$ cat src/pkg/bfie_pkg.sv
package bfie_pkg;
  localparam int unsigned DATA_W = 32;
  localparam int unsigned REG_W  = 16;
  localparam int unsigned SYNC_STAGES = 2;

  localparam logic [7:0] BOOST_EN_IDX  = 8'h0A;
  localparam logic [7:0] STRING_EN_IDX = 8'h0C;
  localparam logic [7:0] SUPPLY_IDX    = 8'h0E;

  localparam logic [15:0] BOOST_EN_RESET  = 16'hA028;
  localparam logic [15:0] STRING_EN_RESET = 16'h00AA;
  localparam logic [15:0] SUPPLY_RESET    = 16'h0000;

  localparam int unsigned BOOST_FIELDS  = 7;
  localparam int unsigned BOOST_BASE    = 2;
  localparam int unsigned STRING_FIELDS = 4;
  localparam int unsigned STRING_BASE   = 0;
  localparam int unsigned SUPPLY_FAULTS = 8;

  // Field index within the boost enable register
  localparam int unsigned OVERTEMP_F   = 6;
  localparam int unsigned CURRENT_RES_F = 5;
  localparam int unsigned BOOST_OVC_F  = 1;
  // Field index within the string enable register
  localparam int unsigned GLOBAL_F     = 3;
  // Flag index k: status bit 2k+1, cleared by writing 1 to both bits 2k+1 and 2k
  localparam int unsigned CHECKSUM_ERROR_K = 7;
  localparam int unsigned INPUT_UNDERVOLT_K = 0;

  localparam logic [1:0] EN_RD_OFF = 2'h0;
  localparam logic [1:0] EN_RD_ON  = 2'h2;
  localparam logic [1:0] EN_WR_OFF = 2'h1;
  localparam logic [1:0] EN_WR_ON  = 2'h3;

  function automatic logic [7:0] reg_addr(logic [7:0] idx);
    return {idx[5:0], 2'b00};
  endfunction

  function automatic logic next_enable(logic cur, logic [1:0] code);
    case (code)
      EN_WR_OFF: return 1'b0;
      EN_WR_ON:  return 1'b1;
      default:   return cur;
    endcase
  endfunction

  function automatic logic [7:0] reset_enables(logic [15:0] w, int unsigned base);
    logic [7:0] v;
    v = '0;
    for (int i = 0; i < 8; i++)
      if (base + 2 * i + 1 < REG_W) v[i] = w[base + 2 * i + 1];
    return v;
  endfunction

  function automatic logic [15:0] enable_word(logic [7:0] en, int unsigned base,
                                              int unsigned n);
    logic [15:0] w;
    w = '0;
    for (int i = 0; i < 8; i++)
      if (i < n) w[base + 2 * i +: 2] = en[i] ? EN_RD_ON : EN_RD_OFF;
    return w;
  endfunction

  function automatic logic [7:0] field_lanes(logic [3:0] strb, int unsigned base);
    logic [7:0] v;
    v = '0;
    for (int i = 0; i < 8; i++)
      v[i] = strb[((base + 2 * i) / 8) % 4];
    return v;
  endfunction
endpackage

$ cat src/pkg/bfie_field_if.sv
interface bfie_field_if #(parameter int unsigned FIELDS = 1);
  logic              wr;
  logic [2*FIELDS-1:0] codes;
  logic [FIELDS-1:0] lane_ok;
  logic [FIELDS-1:0] enabled;
  modport ctrl (output wr, output codes, output lane_ok, input enabled);
  modport bank (input wr, input codes, input lane_ok, output enabled);
endinterface

$ cat src/hdl/bfie_enable_bank.sv
module bfie_enable_bank #(
  parameter int unsigned FIELDS   = 1,
  parameter logic [7:0]  RESET_EN = 8'h00
) (
  input  wire logic  pclk,
  input  wire logic  presetn,
  bfie_field_if.bank f
);
  import bfie_pkg::*;

  if (FIELDS < 1 || FIELDS > 8) begin : g_bad
    $error("bank holds one to eight fields");
  end

  // Codes 0h and 2h leave a field alone, so read-modify-write is harmless
  always_ff @(posedge pclk or negedge presetn) begin
    if (!presetn) begin
      f.enabled <= RESET_EN[FIELDS-1:0];
    end else if (f.wr) begin
      for (int i = 0; i < FIELDS; i++)
        if (f.lane_ok[i])
          f.enabled[i] <= next_enable(f.enabled[i], f.codes[2*i +: 2]);
    end
  end

  for (genvar g = 0; g < FIELDS; g++) begin : g_chk
    off_code_a: assert property (
      @(posedge pclk) disable iff (!presetn)
      f.wr && f.lane_ok[g] && f.codes[2*g +: 2] == EN_WR_OFF
      |=> !f.enabled[g])
      else $error("disable code did not clear field");

    on_code_a: assert property (
      @(posedge pclk) disable iff (!presetn)
      f.wr && f.lane_ok[g] && f.codes[2*g +: 2] == EN_WR_ON
      |=> f.enabled[g])
      else $error("enable code did not set field");

    keep_code_a: assert property (
      @(posedge pclk) disable iff (!presetn)
      !(f.wr && f.lane_ok[g] && f.codes[2*g] == 1'b1)
      |=> $stable(f.enabled[g]))
      else $error("field changed without a set or clear code");
  end
endmodule

$ cat src/hdl/bfie_irq_enables.sv
module bfie_irq_enables #(
  parameter int unsigned ADDR_W = 8
) (
  input  wire logic                    pclk,
  input  wire logic                    presetn,
  input  wire logic                    psel,
  input  wire logic                    penable,
  input  wire logic                    pwrite,
  input  wire logic [ADDR_W-1:0]       paddr,
  input  wire logic [bfie_pkg::DATA_W-1:0] pwdata,
  input  wire logic [3:0]              pstrb,
  output logic      [bfie_pkg::DATA_W-1:0] prdata,
  output logic                         pready,
  output logic                         pslverr,
  input  wire logic [7:0]              supply_fault_raw,
  input  wire logic [7:0]              supply_irq_enable,
  input  wire logic [6:0]              boost_fault_latched,
  input  wire logic [2:0]              string_fault_latched,
  output logic      [6:0]              boost_irq_enable,
  output logic      [2:0]              string_irq_enable,
  output logic                         global_irq_enable,
  output logic      [7:0]              supply_fault_flag,
  output logic                         fault_irq
);
  import bfie_pkg::*;

  if (ADDR_W < 6 || ADDR_W > 32) begin : g_bad
    $error("address must hold 6 to 32 bits");
  end

  if (BOOST_FIELDS != 7 || STRING_FIELDS != 4 ||
      SUPPLY_FAULTS != 8) begin : g_bad_map
    $error("port widths assume the fixed map");
  end

  // Bus phase decode

  logic sel_boost;
  logic sel_string;
  logic sel_supply;
  logic sel_any;
  logic acc_wait;
  logic acc_done;
  logic wr_done;

  assign sel_boost  = paddr == ADDR_W'(reg_addr(BOOST_EN_IDX));
  assign sel_string = paddr == ADDR_W'(reg_addr(STRING_EN_IDX));
  assign sel_supply = paddr == ADDR_W'(reg_addr(SUPPLY_IDX));
  assign sel_any    = sel_boost || sel_string || sel_supply;

  assign acc_wait = psel && penable && !pready;
  assign acc_done = psel && penable && pready;
  assign wr_done  = acc_done && pwrite;

  // One wait state: pready is a flop, so answers never race the decode
  always_ff @(posedge pclk or negedge presetn) begin
    if (!presetn) begin
      pready <= 1'b0;
    end else begin
      pready <= acc_wait;
    end
  end

  always_ff @(posedge pclk or negedge presetn) begin
    if (!presetn) begin
      pslverr <= 1'b0;
    end else begin
      pslverr <= acc_wait && !sel_any;
    end
  end

  // Enable banks

  bfie_field_if #(.FIELDS(BOOST_FIELDS))  boost_if ();
  bfie_field_if #(.FIELDS(STRING_FIELDS)) string_if ();

  logic [7:0] boost_lanes;
  logic [7:0] string_lanes;

  assign boost_lanes  = field_lanes(pstrb, BOOST_BASE);
  assign string_lanes = field_lanes(pstrb, STRING_BASE);

  assign boost_if.wr      = wr_done && sel_boost;
  assign boost_if.codes   = pwdata[BOOST_BASE +: 2*BOOST_FIELDS];
  assign boost_if.lane_ok = boost_lanes[BOOST_FIELDS-1:0];

  assign string_if.wr      = wr_done && sel_string;
  assign string_if.codes   = pwdata[STRING_BASE +: 2*STRING_FIELDS];
  assign string_if.lane_ok = string_lanes[STRING_FIELDS-1:0];

  bfie_enable_bank #(
    .FIELDS   (BOOST_FIELDS),
    .RESET_EN (reset_enables(BOOST_EN_RESET, BOOST_BASE))
  ) boost_bank (
    .pclk    (pclk),
    .presetn (presetn),
    .f       (boost_if.bank)
  );

  bfie_enable_bank #(
    .FIELDS   (STRING_FIELDS),
    .RESET_EN (reset_enables(STRING_EN_RESET, STRING_BASE))
  ) string_bank (
    .pclk    (pclk),
    .presetn (presetn),
    .f       (string_if.bank)
  );

  assign boost_irq_enable  = boost_if.enabled;
  assign string_irq_enable = string_if.enabled[GLOBAL_F-1:0];
  assign global_irq_enable = string_if.enabled[GLOBAL_F];

  // Supply fault inputs come from analog comparators, so resynchronise first

  logic [SUPPLY_FAULTS-1:0] fault_meta;
  logic [SUPPLY_FAULTS-1:0] fault_sync;

  always_ff @(posedge pclk or negedge presetn) begin
    if (!presetn) begin
      fault_meta <= '0;
      fault_sync <= '0;
    end else begin
      fault_meta <= supply_fault_raw;
      fault_sync <= fault_meta;
    end
  end

  // Supply flags

  logic [SUPPLY_FAULTS-1:0] supply_clear;

  always_comb begin
    for (int k = 0; k < SUPPLY_FAULTS; k++)
      supply_clear[k] = wr_done && sel_supply && pstrb[(2 * k) / 8] &&
                        pwdata[2*k+1] && pwdata[2*k];
  end

  // A fault still present keeps its flag set through a clear
  always_ff @(posedge pclk or negedge presetn) begin
    if (!presetn) begin
      supply_fault_flag <= SUPPLY_RESET[SUPPLY_FAULTS-1:0];
    end else begin
      supply_fault_flag <= fault_sync | (supply_fault_flag & ~supply_clear);
    end
  end

  // Read path

  logic [REG_W-1:0] read_word;

  always_comb begin
    read_word = '0;
    if (sel_boost) begin
      read_word = enable_word(8'(boost_if.enabled), BOOST_BASE, BOOST_FIELDS);
    end else if (sel_string) begin
      read_word = enable_word(8'(string_if.enabled), STRING_BASE, STRING_FIELDS);
    end else if (sel_supply) begin
      for (int k = 0; k < SUPPLY_FAULTS; k++)
        read_word[2*k+1] = supply_fault_flag[k];
    end
  end

  // Data is taken in the wait cycle and held while pready is high
  always_ff @(posedge pclk or negedge presetn) begin
    if (!presetn) begin
      prdata <= 32'h0000_0000;
    end else if (acc_wait) begin
      prdata <= pwrite ? 32'h0000_0000 : {16'h0000, read_word};
    end
  end

  // Interrupt output

  logic irq_cause;

  assign irq_cause = |(supply_fault_flag & supply_irq_enable) ||
                     |(boost_fault_latched & boost_irq_enable) ||
                     |(string_fault_latched & string_irq_enable);

  always_ff @(posedge pclk or negedge presetn) begin
    if (!presetn) begin
      fault_irq <= 1'b0;
    end else begin
      fault_irq <= global_irq_enable && irq_cause;
    end
  end

  // Checks

  bus_answer_a: assert property (
    @(posedge pclk) disable iff (!presetn)
    acc_wait |=> pready ##1 !pready)
    else $error("access not answered in one cycle");

  bus_error_a: assert property (
    @(posedge pclk) disable iff (!presetn)
    acc_wait && !sel_any |=> pslverr && prdata == 32'h0000_0000)
    else $error("unmapped access not flagged");

  boost_reset_a: assert property (
    @(posedge pclk)
    $rose(presetn) |-> boost_irq_enable[OVERTEMP_F] &&
    boost_irq_enable[CURRENT_RES_F] && boost_irq_enable[BOOST_OVC_F] &&
    enable_word(8'(boost_irq_enable), BOOST_BASE, BOOST_FIELDS) == BOOST_EN_RESET)
    else $error("boost enables wrong after reset");

  string_reset_a: assert property (
    @(posedge pclk)
    $rose(presetn) |-> global_irq_enable && &string_irq_enable &&
    supply_fault_flag == 8'h00)
    else $error("string enables or flags wrong after reset");

  read_codes_a: assert property (
    @(posedge pclk) disable iff (!presetn)
    acc_wait && !pwrite && sel_boost
    |=> prdata[15:14] == (boost_irq_enable[OVERTEMP_F] ? EN_RD_ON : EN_RD_OFF) &&
        prdata[1:0] == 2'b00)
    else $error("boost read codes wrong");

  reserved_zero_a: assert property (
    @(posedge pclk) disable iff (!presetn)
    acc_wait && !pwrite && sel_string |=> prdata[31:8] == 24'h00_0000 &&
    prdata[7:6] == (global_irq_enable ? EN_RD_ON : EN_RD_OFF))
    else $error("string read wrong");

  flag_set_a: assert property (
    @(posedge pclk) disable iff (!presetn)
    supply_fault_raw[INPUT_UNDERVOLT_K] |-> ##3 supply_fault_flag[INPUT_UNDERVOLT_K])
    else $error("fault not latched in three cycles");

  flag_clear_a: assert property (
    @(posedge pclk) disable iff (!presetn)
    wr_done && sel_supply && pstrb[1] && pwdata[15:14] == 2'b11 &&
    !fault_sync[CHECKSUM_ERROR_K]
    |=> !supply_fault_flag[CHECKSUM_ERROR_K])
    else $error("paired write did not clear flag");

  flag_keep_a: assert property (
    @(posedge pclk) disable iff (!presetn)
    supply_fault_flag[CHECKSUM_ERROR_K] &&
    !(wr_done && sel_supply && pstrb[1] && pwdata[15:14] == 2'b11)
    |=> supply_fault_flag[CHECKSUM_ERROR_K])
    else $error("flag dropped without paired clear");

  irq_global_a: assert property (
    @(posedge pclk) disable iff (!presetn)
    !global_irq_enable |=> !fault_irq)
    else $error("interrupt while globally disabled");

  irq_cause_a: assert property (
    @(posedge pclk) disable iff (!presetn)
    global_irq_enable && irq_cause |=> fault_irq ##0 $past(irq_cause))
    else $error("enabled fault raised no interrupt");

  irq_source_a: assert property (
    @(posedge pclk) disable iff (!presetn)
    fault_irq |-> $past(irq_cause) && $past(global_irq_enable))
    else $error("interrupt without an enabled fault");
endmodule

$ cat config.mk
export PLATFORM = sky130hd
export DESIGN_NAME = bfie_irq_enables
export DESIGN_NICKNAME = d
export VERILOG_FILES = /design/src/pkg/bfie_pkg.sv /design/src/pkg/bfie_field_if.sv /design/src/hdl/bfie_enable_bank.sv /design/src/hdl/bfie_irq_enables.sv
export SDC_FILE = /design/constraint.sdc
export NUM_CORES = 1
export LEC_CHECK = 0
export ABC_CLOCK_PERIOD_IN_PS = 2600
export BUFFER_PORTS_ARGS = -buffer_cell sky130_fd_sc_hd__buf_2
export CORE_MARGIN = 2
export CORE_UTILIZATION = 46
export DETAILED_ROUTE_END_ITERATION = 10
export PLACE_DENSITY = 0.81
export SLEW_MARGIN = 20
export SYNTH_ARGS = -nofsm -noshare
export SYNTH_HDL_FRONTEND = slang
export SYNTH_HIERARCHICAL = 1
export SYNTH_SLANG_ARGS = --single-unit
export TNS_END_PERCENT = 1
$ cat constraint.sdc
create_clock -name pclk -period 2.6 [get_ports pclk]
set_input_delay 0 -clock pclk [delete_from_list [all_inputs] [get_ports pclk]]
set_output_delay 0 -clock pclk [all_outputs]
set_load 0.02 [all_outputs]
==> metrics.md, run 1 <==
| Metric | Value |
|---|---|
| First-pass GRT wire length | `8.01 mm` |
| Worst slew margin | `0.619` |
| WHS Path Cells | `3` |
| Sequential area share after synthesis | `0.551` |
| Final Setup Violations | `0` |
| F_max | `0.588 GHz` |
| Largest cells by area after synthesis | `dfrtp_1, dfstp_2, buf_4` |
| Area Overhead vs Synth | `31.8%` |
| DRC | `0` |
| Clock skew | `0.00766 ns` |
| Layout Nets | `363` |
| Initial core utilization | `0.481` |
| IO Port Bufs | `86` |
| Routability cong. | `0.791` |
| Critical Path End Type | `flop` |
| Final Hold Viols | `0` |
| Crit Path Max Fanout | `12` |
| TritonCTS clock tree | `yes` |
| Worst-skew pair later-pin latency | `0.29 ns` |
| Reg2Reg Depth | `5` |
| Max-slew violations | `0` |
| Peak VDD IR | `0.438 mV` |
| Row Count | `24` |
| I/O pin cnt | `129` |
| Clock Sink Count | `46` |
| Routed vias | `1754` |
| Clk pin slew, worst setup/hold paths | `0.08 ns` |
| Hpwl dp | `3.86 mm` |
| Clk buf depth | `2` |
| Final period util | `0.654` |
| Vias in the first global route | `1636` |
| Fin crit period | `1.70 ns` |
| Initial antenna violation count | `0` |
| Synth cell types | `33` |
| CTS buffer count | `5` |
| Top-count cell post-synth | `dfrtp_1` |
| Worst Hold Class | `in -> reg` |
| Avg Inst Size Synth | `11.8 sq um` |
| Startpoint types | `flop` |
| Total congestion overflow | `0` |
| Violation count after the first detailed-route iteration | `144` |
| WP data arrival | `1.94 ns` |
| Core Box Area | `4380 sq um` |
| Pwr dens | `467 nW/um^2` |
| # diodes | `0` |
| Max_cap viols | `0` |
| Slew of the pin with the lowest slew margin | `0.571 ns` |
| WL final | `5.23 mm` |
| Synth cell count leaders | `dfrtp_1, buf_4, nand3_1, a21o_1, nor2_1` |
| Cts repair resizes | `0` |
| Layout cells sized above 1 | `0.408` |
| Root Buffer Master | `clkbuf_8` |
| Per-cell routed wire length | `15.3 um` |
| GRT Util Overall | `0.206` |
| Mapped Area | `2110 sq um` |
| Number of synthesized register bits | `46` |
| WHS | `0.0293 ns` |
| Vias per cell | `5.14` |
| Number of flops mapped to enable cells by yosys | `0` |
| Yosys warns | `6` |
| Status | `completed` |
| Synthesized instance count | `179` |
| Worst Path Class, Setup | `reg -> reg` |
| H-tree levels | `2` |
| Post-synthesis async set-or-reset flop share | `1.00` |
| Die Area | `5140 sq um` |
| Maximum number of pins on one net before global-route repair | `47` |
| Die Span Y | `71.7 um` |
| Worst Path Required | `2.84 ns` |
| Die X | `71.7 um` |
| First-pass DRT Iterations | `4` |
| Pleak | `1.43 nW` |
| Main synth FF type | `dfrtp_1` |
| Final ANT Viol Nets | `0` |
| RSZ-0062 raised after global routing | `no` |
| Share of the synthesized area in the top cell type | `0.451` |
| Largest area contributor in the netlist | `dfrtp_1` |
| TNS Setup | `0 ns` |
stage by stage:
stage,util,cells,power [mW],cell area [sq um],setup slack (ns)
after global routing,0.633,341,1.35,2780,0.779
after global placement,0.575,316,0.875,2520,0.627
after CTS,0.633,341,1.31,2770,0.885
after floorplan,-,202,0.833,2190,0.735
final,0.633,341,1.30,2780,0.900
after detailed placement,0.575,316,0.878,2520,0.624
registers in the layout (all words and copies together), names as in the netlist:
signal	count
prdata	8
fault_irq	1
boost_bank/f.enabled	7
string_bank/f.enabled	4
pslverr	1
fault_meta	8
fault_sync	8
supply_fault_flag	8
pready	1
power by group:
group / internal, mW / switching, mW
clock network: 0.186 / 0.226
logic: 0.0620 / 0.0882
registers: 0.730 / 0.00428
critical path: stages, from the launching register on:
cell and delay, ns:
dfrtp_1 0.40, nand3b_1 0.16, buf_4 0.18, or4_4 0.47, nor2_1 0.26, a21o_1 0.16
cells in the final DEF (no fill, tap or decap):
master	count
a21o_1	12
a21oi_1	3
a221oi_1	2
a22o_1	2
a22oi_1	5
a32o_1	4
and3_1	8
and4_1	1
buf_2	85
buf_4	5
clkbuf_1	1
clkbuf_8	5
clkinv_2	2
conb_1	24
dfrtp_1	38
dfstp_2	8
dlygate4sd3_1	17
inv_1	1
mux2_1	7
mux2_2	1
mux2_4	4
nand2_1	6
nand2b_1	1
nand3_1	20
nand3b_1	1
nand4_1	2
nor2_1	12
nor3_1	1
nor4b_1	1
o21a_1	1
o21ai_0	1
o41ai_2	3
or2_2	2
or3_2	1
or4_4	1
or4b_4	1
layout make-up:
class / instances / area (sq um)
Clock buffer: 6 / 72.6
Inverter: 1 / 3.75
Tap cell: 52 / 65.1
Timing Repair Buffer: 107 / 633
Sequential cell: 46 / 1160
Fill cell: 372 / 1610
Clock inverter: 2 / 10.0
Multi-Input combinational cell: 127 / 831
metal layers:
layer	GRT usage	vias to the layer above	part of all wire
met5	0	-	0
met4	0.0503	0	0.0092
met3	0.0633	9	0.095
met2	0.327	88	0.49
met1	0.277	836	0.41
li1	-	821	-
what timing repair did:
action                    4_1_cts  5_1_grt
hold buffers                   17        0
hold endpoints to repair       57        0
buffers inserted                0        0
logic make-up after synthesis:
family          Yosys count  synth area share
mux                      12            0.0713
flops                    46             0.551
other cells               1           0.00178
compound gates           33             0.132
simple gates             58             0.148
buf+inv                  29            0.0956
worst paths after layout:
kind                       slack [ns]     startpoint                 endpoint
setup / recovery                 0.90         pready               prdata[15]
min in group asynchronous        0.24        presetn                prdata[7]
hold reg to reg                  0.35  fault_meta[3]            fault_sync[3]
hold / removal                   0.03     pwdata[10]  boost_bank/f.enabled[4]
setup reg to reg                 0.90         pready               prdata[15]
max in group asynchronous        1.97        presetn            fault_sync[3]
No activity file was read; power rests on OpenSTA's default activity.
==> run 2, diff against run 1 <==
ABC_AREA = 1   (was not set)
ABC_CLOCK_PERIOD_IN_PS = 1400   (was 2600)
CORE_UTILIZATION = 40   (was 46)
PLACE_DENSITY = 0.72   (was 0.81)
clock period = 1.4 ns   (was 2.6 ns; I/O delays follow)
==> metrics.md, run 2 <==
| Metric | Value |
|---|---|
| Global route hottest layer | `met2` |
| DRC | `0 (unchanged)` |
| Die X | `81.1 um (+13%)` |
| Routed vias | `2291 (+31%)` |
| Total congestion overflow | `0 (unchanged)` |
| First-pass DRT Iterations | `4 (unchanged)` |
| Commonest cells after routing, fill and taps aside | `nand2_1, buf_2, dfrtp_1` |
| Layout cells sized above 1 | `0.297 (-0.111)` |
| Number of synthesized register bits | `46 (unchanged)` |
| Vias per cell | `4.62 (-10%)` |
| RSZ-0062 raised after global routing | `no` |
| WL final | `5.82 mm (+11%)` |
| Pwr dens | `842 nW/um^2 (+80%)` |
| Share of the synthesized area in the top cell type | `0.400 (-0.0509)` |
| Maximum number of pins on one net before global-route repair | `29 (-38%)` |
| Cts hold-fix bufs | `27 (+10)` |
| Largest area contributor in the netlist | `dfrtp_1` |
| R2r setup slk | `0.11 ns (-0.79 ns)` |
| TNS Setup | `0 ns (unchanged)` |
| Row Count | `28 (+17%)` |
| Root Buffer Master | `clkbuf_8` |
| CTS buffer count | `5 (unchanged)` |
| Crit path launch | `pready` |
| TritonCTS clock tree | `yes` |
| CP max stage delay | `0.41 ns (-0.06 ns)` |
| Critical path's most frequent cell | `nand2_1` |
| Clk buf depth | `2 (unchanged)` |
| Max-slew violations | `0 (unchanged)` |
| Top-count cell post-synth | `nand2_1` |
| Worst Path Class, Setup | `reg -> reg` |
| CP max stage cell | `dfrtp_2` |
| Peak VDD IR | `0.644 mV (+47%)` |
| Worst-skew pair later-pin latency | `0.30 ns (about the same)` |
| # diodes | `0 (unchanged)` |
| Cts repair resizes | `0 (unchanged)` |
| Die Area | `6570 sq um (+28%)` |
| Layout Nets | `495 (+36%)` |
| Met1 usage | `0.222 (-0.0556)` |
| Routability cong. | `0.814 (+2.9%)` |
| Vias in the first global route | `2125 (+30%)` |
| GRT Util Overall | `0.190 (-0.0152)` |
| Worst Hold Class | `in -> reg` |
| Avg Inst Size Synth | `7.97 sq um (-32%)` |
| Sequential area share after synthesis | `0.489 (-0.0621)` |
| Status | `completed` |
| Most common cell after layout, fill and taps aside | `nand2_1` |
| Fin crit period | `1.29 ns (-0.408 ns)` |
| IO Port Bufs | `86 (unchanged)` |
| Worst Path Required | `1.61 ns (-1.23 ns)` |
| Clock skew | `0.0126 ns (+0.00491 ns)` |
| HP Start | `pstrb[1]` |
| I/O pin cnt | `129 (unchanged)` |
| First-pass GRT wire length | `9.52 mm (+19%)` |
| Number of flops mapped to enable cells by yosys | `0 (unchanged)` |
| Critical Path End Type | `flop` |
| Post-synthesis async set-or-reset flop share | `1.00 (unchanged)` |
| Yosys warns | `6 (unchanged)` |
| Per-cell routed wire length | `11.7 um (-23%)` |
| Core Box Area | `5820 sq um (+33%)` |
| Area Overhead vs Synth | `35.4%` |
| WP data arrival | `1.50 ns (-0.44 ns)` |
| Mapped Area | `2370 sq um (+13%)` |
| Largest cells by area after synthesis | `dfrtp_1, nand2_1, dfstp_2` |
| Pleak | `1.82 nW (+27%)` |
| Clk pin slew, worst setup/hold paths | `0.09 ns (about the same)` |
| Main synth FF type | `dfrtp_1` |
| Die Span Y | `81.1 um (+13%)` |
| Max_cap viols | `0 (unchanged)` |
| Clock Sink Count | `46 (unchanged)` |
| Synth cell count leaders | `nand2_1, dfrtp_1, nand3_1, inv_1, buf_4` |
| Post-CTS Setup Bufs | `0 (unchanged)` |
| Initial core utilization | `0.408 (-0.0722)` |
| Final Hold Viols | `0 (unchanged)` |
| GRT met2 Usage | `0.331 (+0.00342)` |
| WHS | `0.0190 ns (-0.0103 ns)` |
| Synth cell types | `17 (-48%)` |
| Final ANT Viol Nets | `0 (unchanged)` |
| Met3 usage | `0.0411 (-0.0222)` |
| Startpoint types | `flop` |
| Final period util | `0.923 (+0.269)` |
| Violation count after the first detailed-route iteration | `102 (-29%)` |
| Synthesized instance count | `298 (+66%)` |
| Hpwl dp | `4.38 mm (+13%)` |
| Critical R2R Launch | `pready` |
| Util after Layout | `0.553 (-0.0803)` |
| H-tree levels | `2 (unchanged)` |
| Initial antenna violation count | `0 (unchanged)` |
| F_max | `0.774 GHz (+32%)` |
| Cell-by-cell trace of the critical path | `nand2_1 > nor2_4 > inv_1 > nor2_2 > buf_4 > nand3_1 > nand2_1 > nand2_1` |
| Crit Path Max Fanout | `14 (+2)` |
| Final Setup Violations | `0 (unchanged)` |
==> run 2: final timing paths <==
kind | to | cells after the start
worst min register to register | fault_sync[3] | 0
worst min-delay path | boost_bank/f.enabled[6] | 3
min in group asynchronous | boost_bank/f.enabled[4] | 2
max in group asynchronous | string_bank/f.enabled[0] | 3
worst max register to register | boost_bank/f.enabled[4] | 8
worst max-delay path | boost_bank/f.enabled[4] | 8
==> run 2: layout make-up <==
cell class | count | area (sq um)
Sequential cell | 46 | 1160
Clock inverter | 3 | 43.8
Tap cell | 75 | 93.8
Timing Repair Buffer | 120 | 766
Multi-Input combinational cell | 215 | 961
Fill cell | 548 | 2600
Inverter | 32 | 120
Clock buffer | 5 | 68.8
==> run 2: worst max-delay path, delay by kind of cell, from the launching register on <==
kind | cells | cell delay (ns)
AND/OR/NAND/NOR | 6 | 0.51
buffers and inverters | 2 | 0.27
flip-flops | 1 | 0.41
==> run 2: cell families (layout without fill, tap and decap cells) <==
family / Yosys count / in the layout / share of synthesized area
and+or+nand+nor: 190 / 190 / 0.362
AOI/OAI and AO/OA: 1 / 1 / 0.00316
buffers and inverters: 60 / 160 / 0.144
DFF: 46 / 46 / 0.489
other: 1 / 24 / 0.00158
==> run 2: layer usage <==
layer	vias to the layer above	part of all wire
li1	1129	-
met1	1048	0.39
met2	87	0.50
met3	27	0.056
met4	0	0.052
met5	-	0
==> run 2: report_power, final <==
part | switching (mW) | internal, mW
combinational | 0.204 | 0.143
sequential | 0.00871 | 1.36
clock | 0.458 | 0.535
==> run 2: through the flow <==
step / total power [mW] / area [sq um] / std cells / worst slack [ns]
final: 2.71 / 3220 / 496 / 0.108
after global routing: 2.84 / 3220 / 496 / 0.0148
after CTS: 2.73 / 3220 / 496 / 0.102
after detailed placement: 1.68 / 2830 / 461 / 0.126
after global placement: 1.68 / 2830 / 461 / 0.174
after floorplan: 1.57 / 2460 / 321 / 0.00756
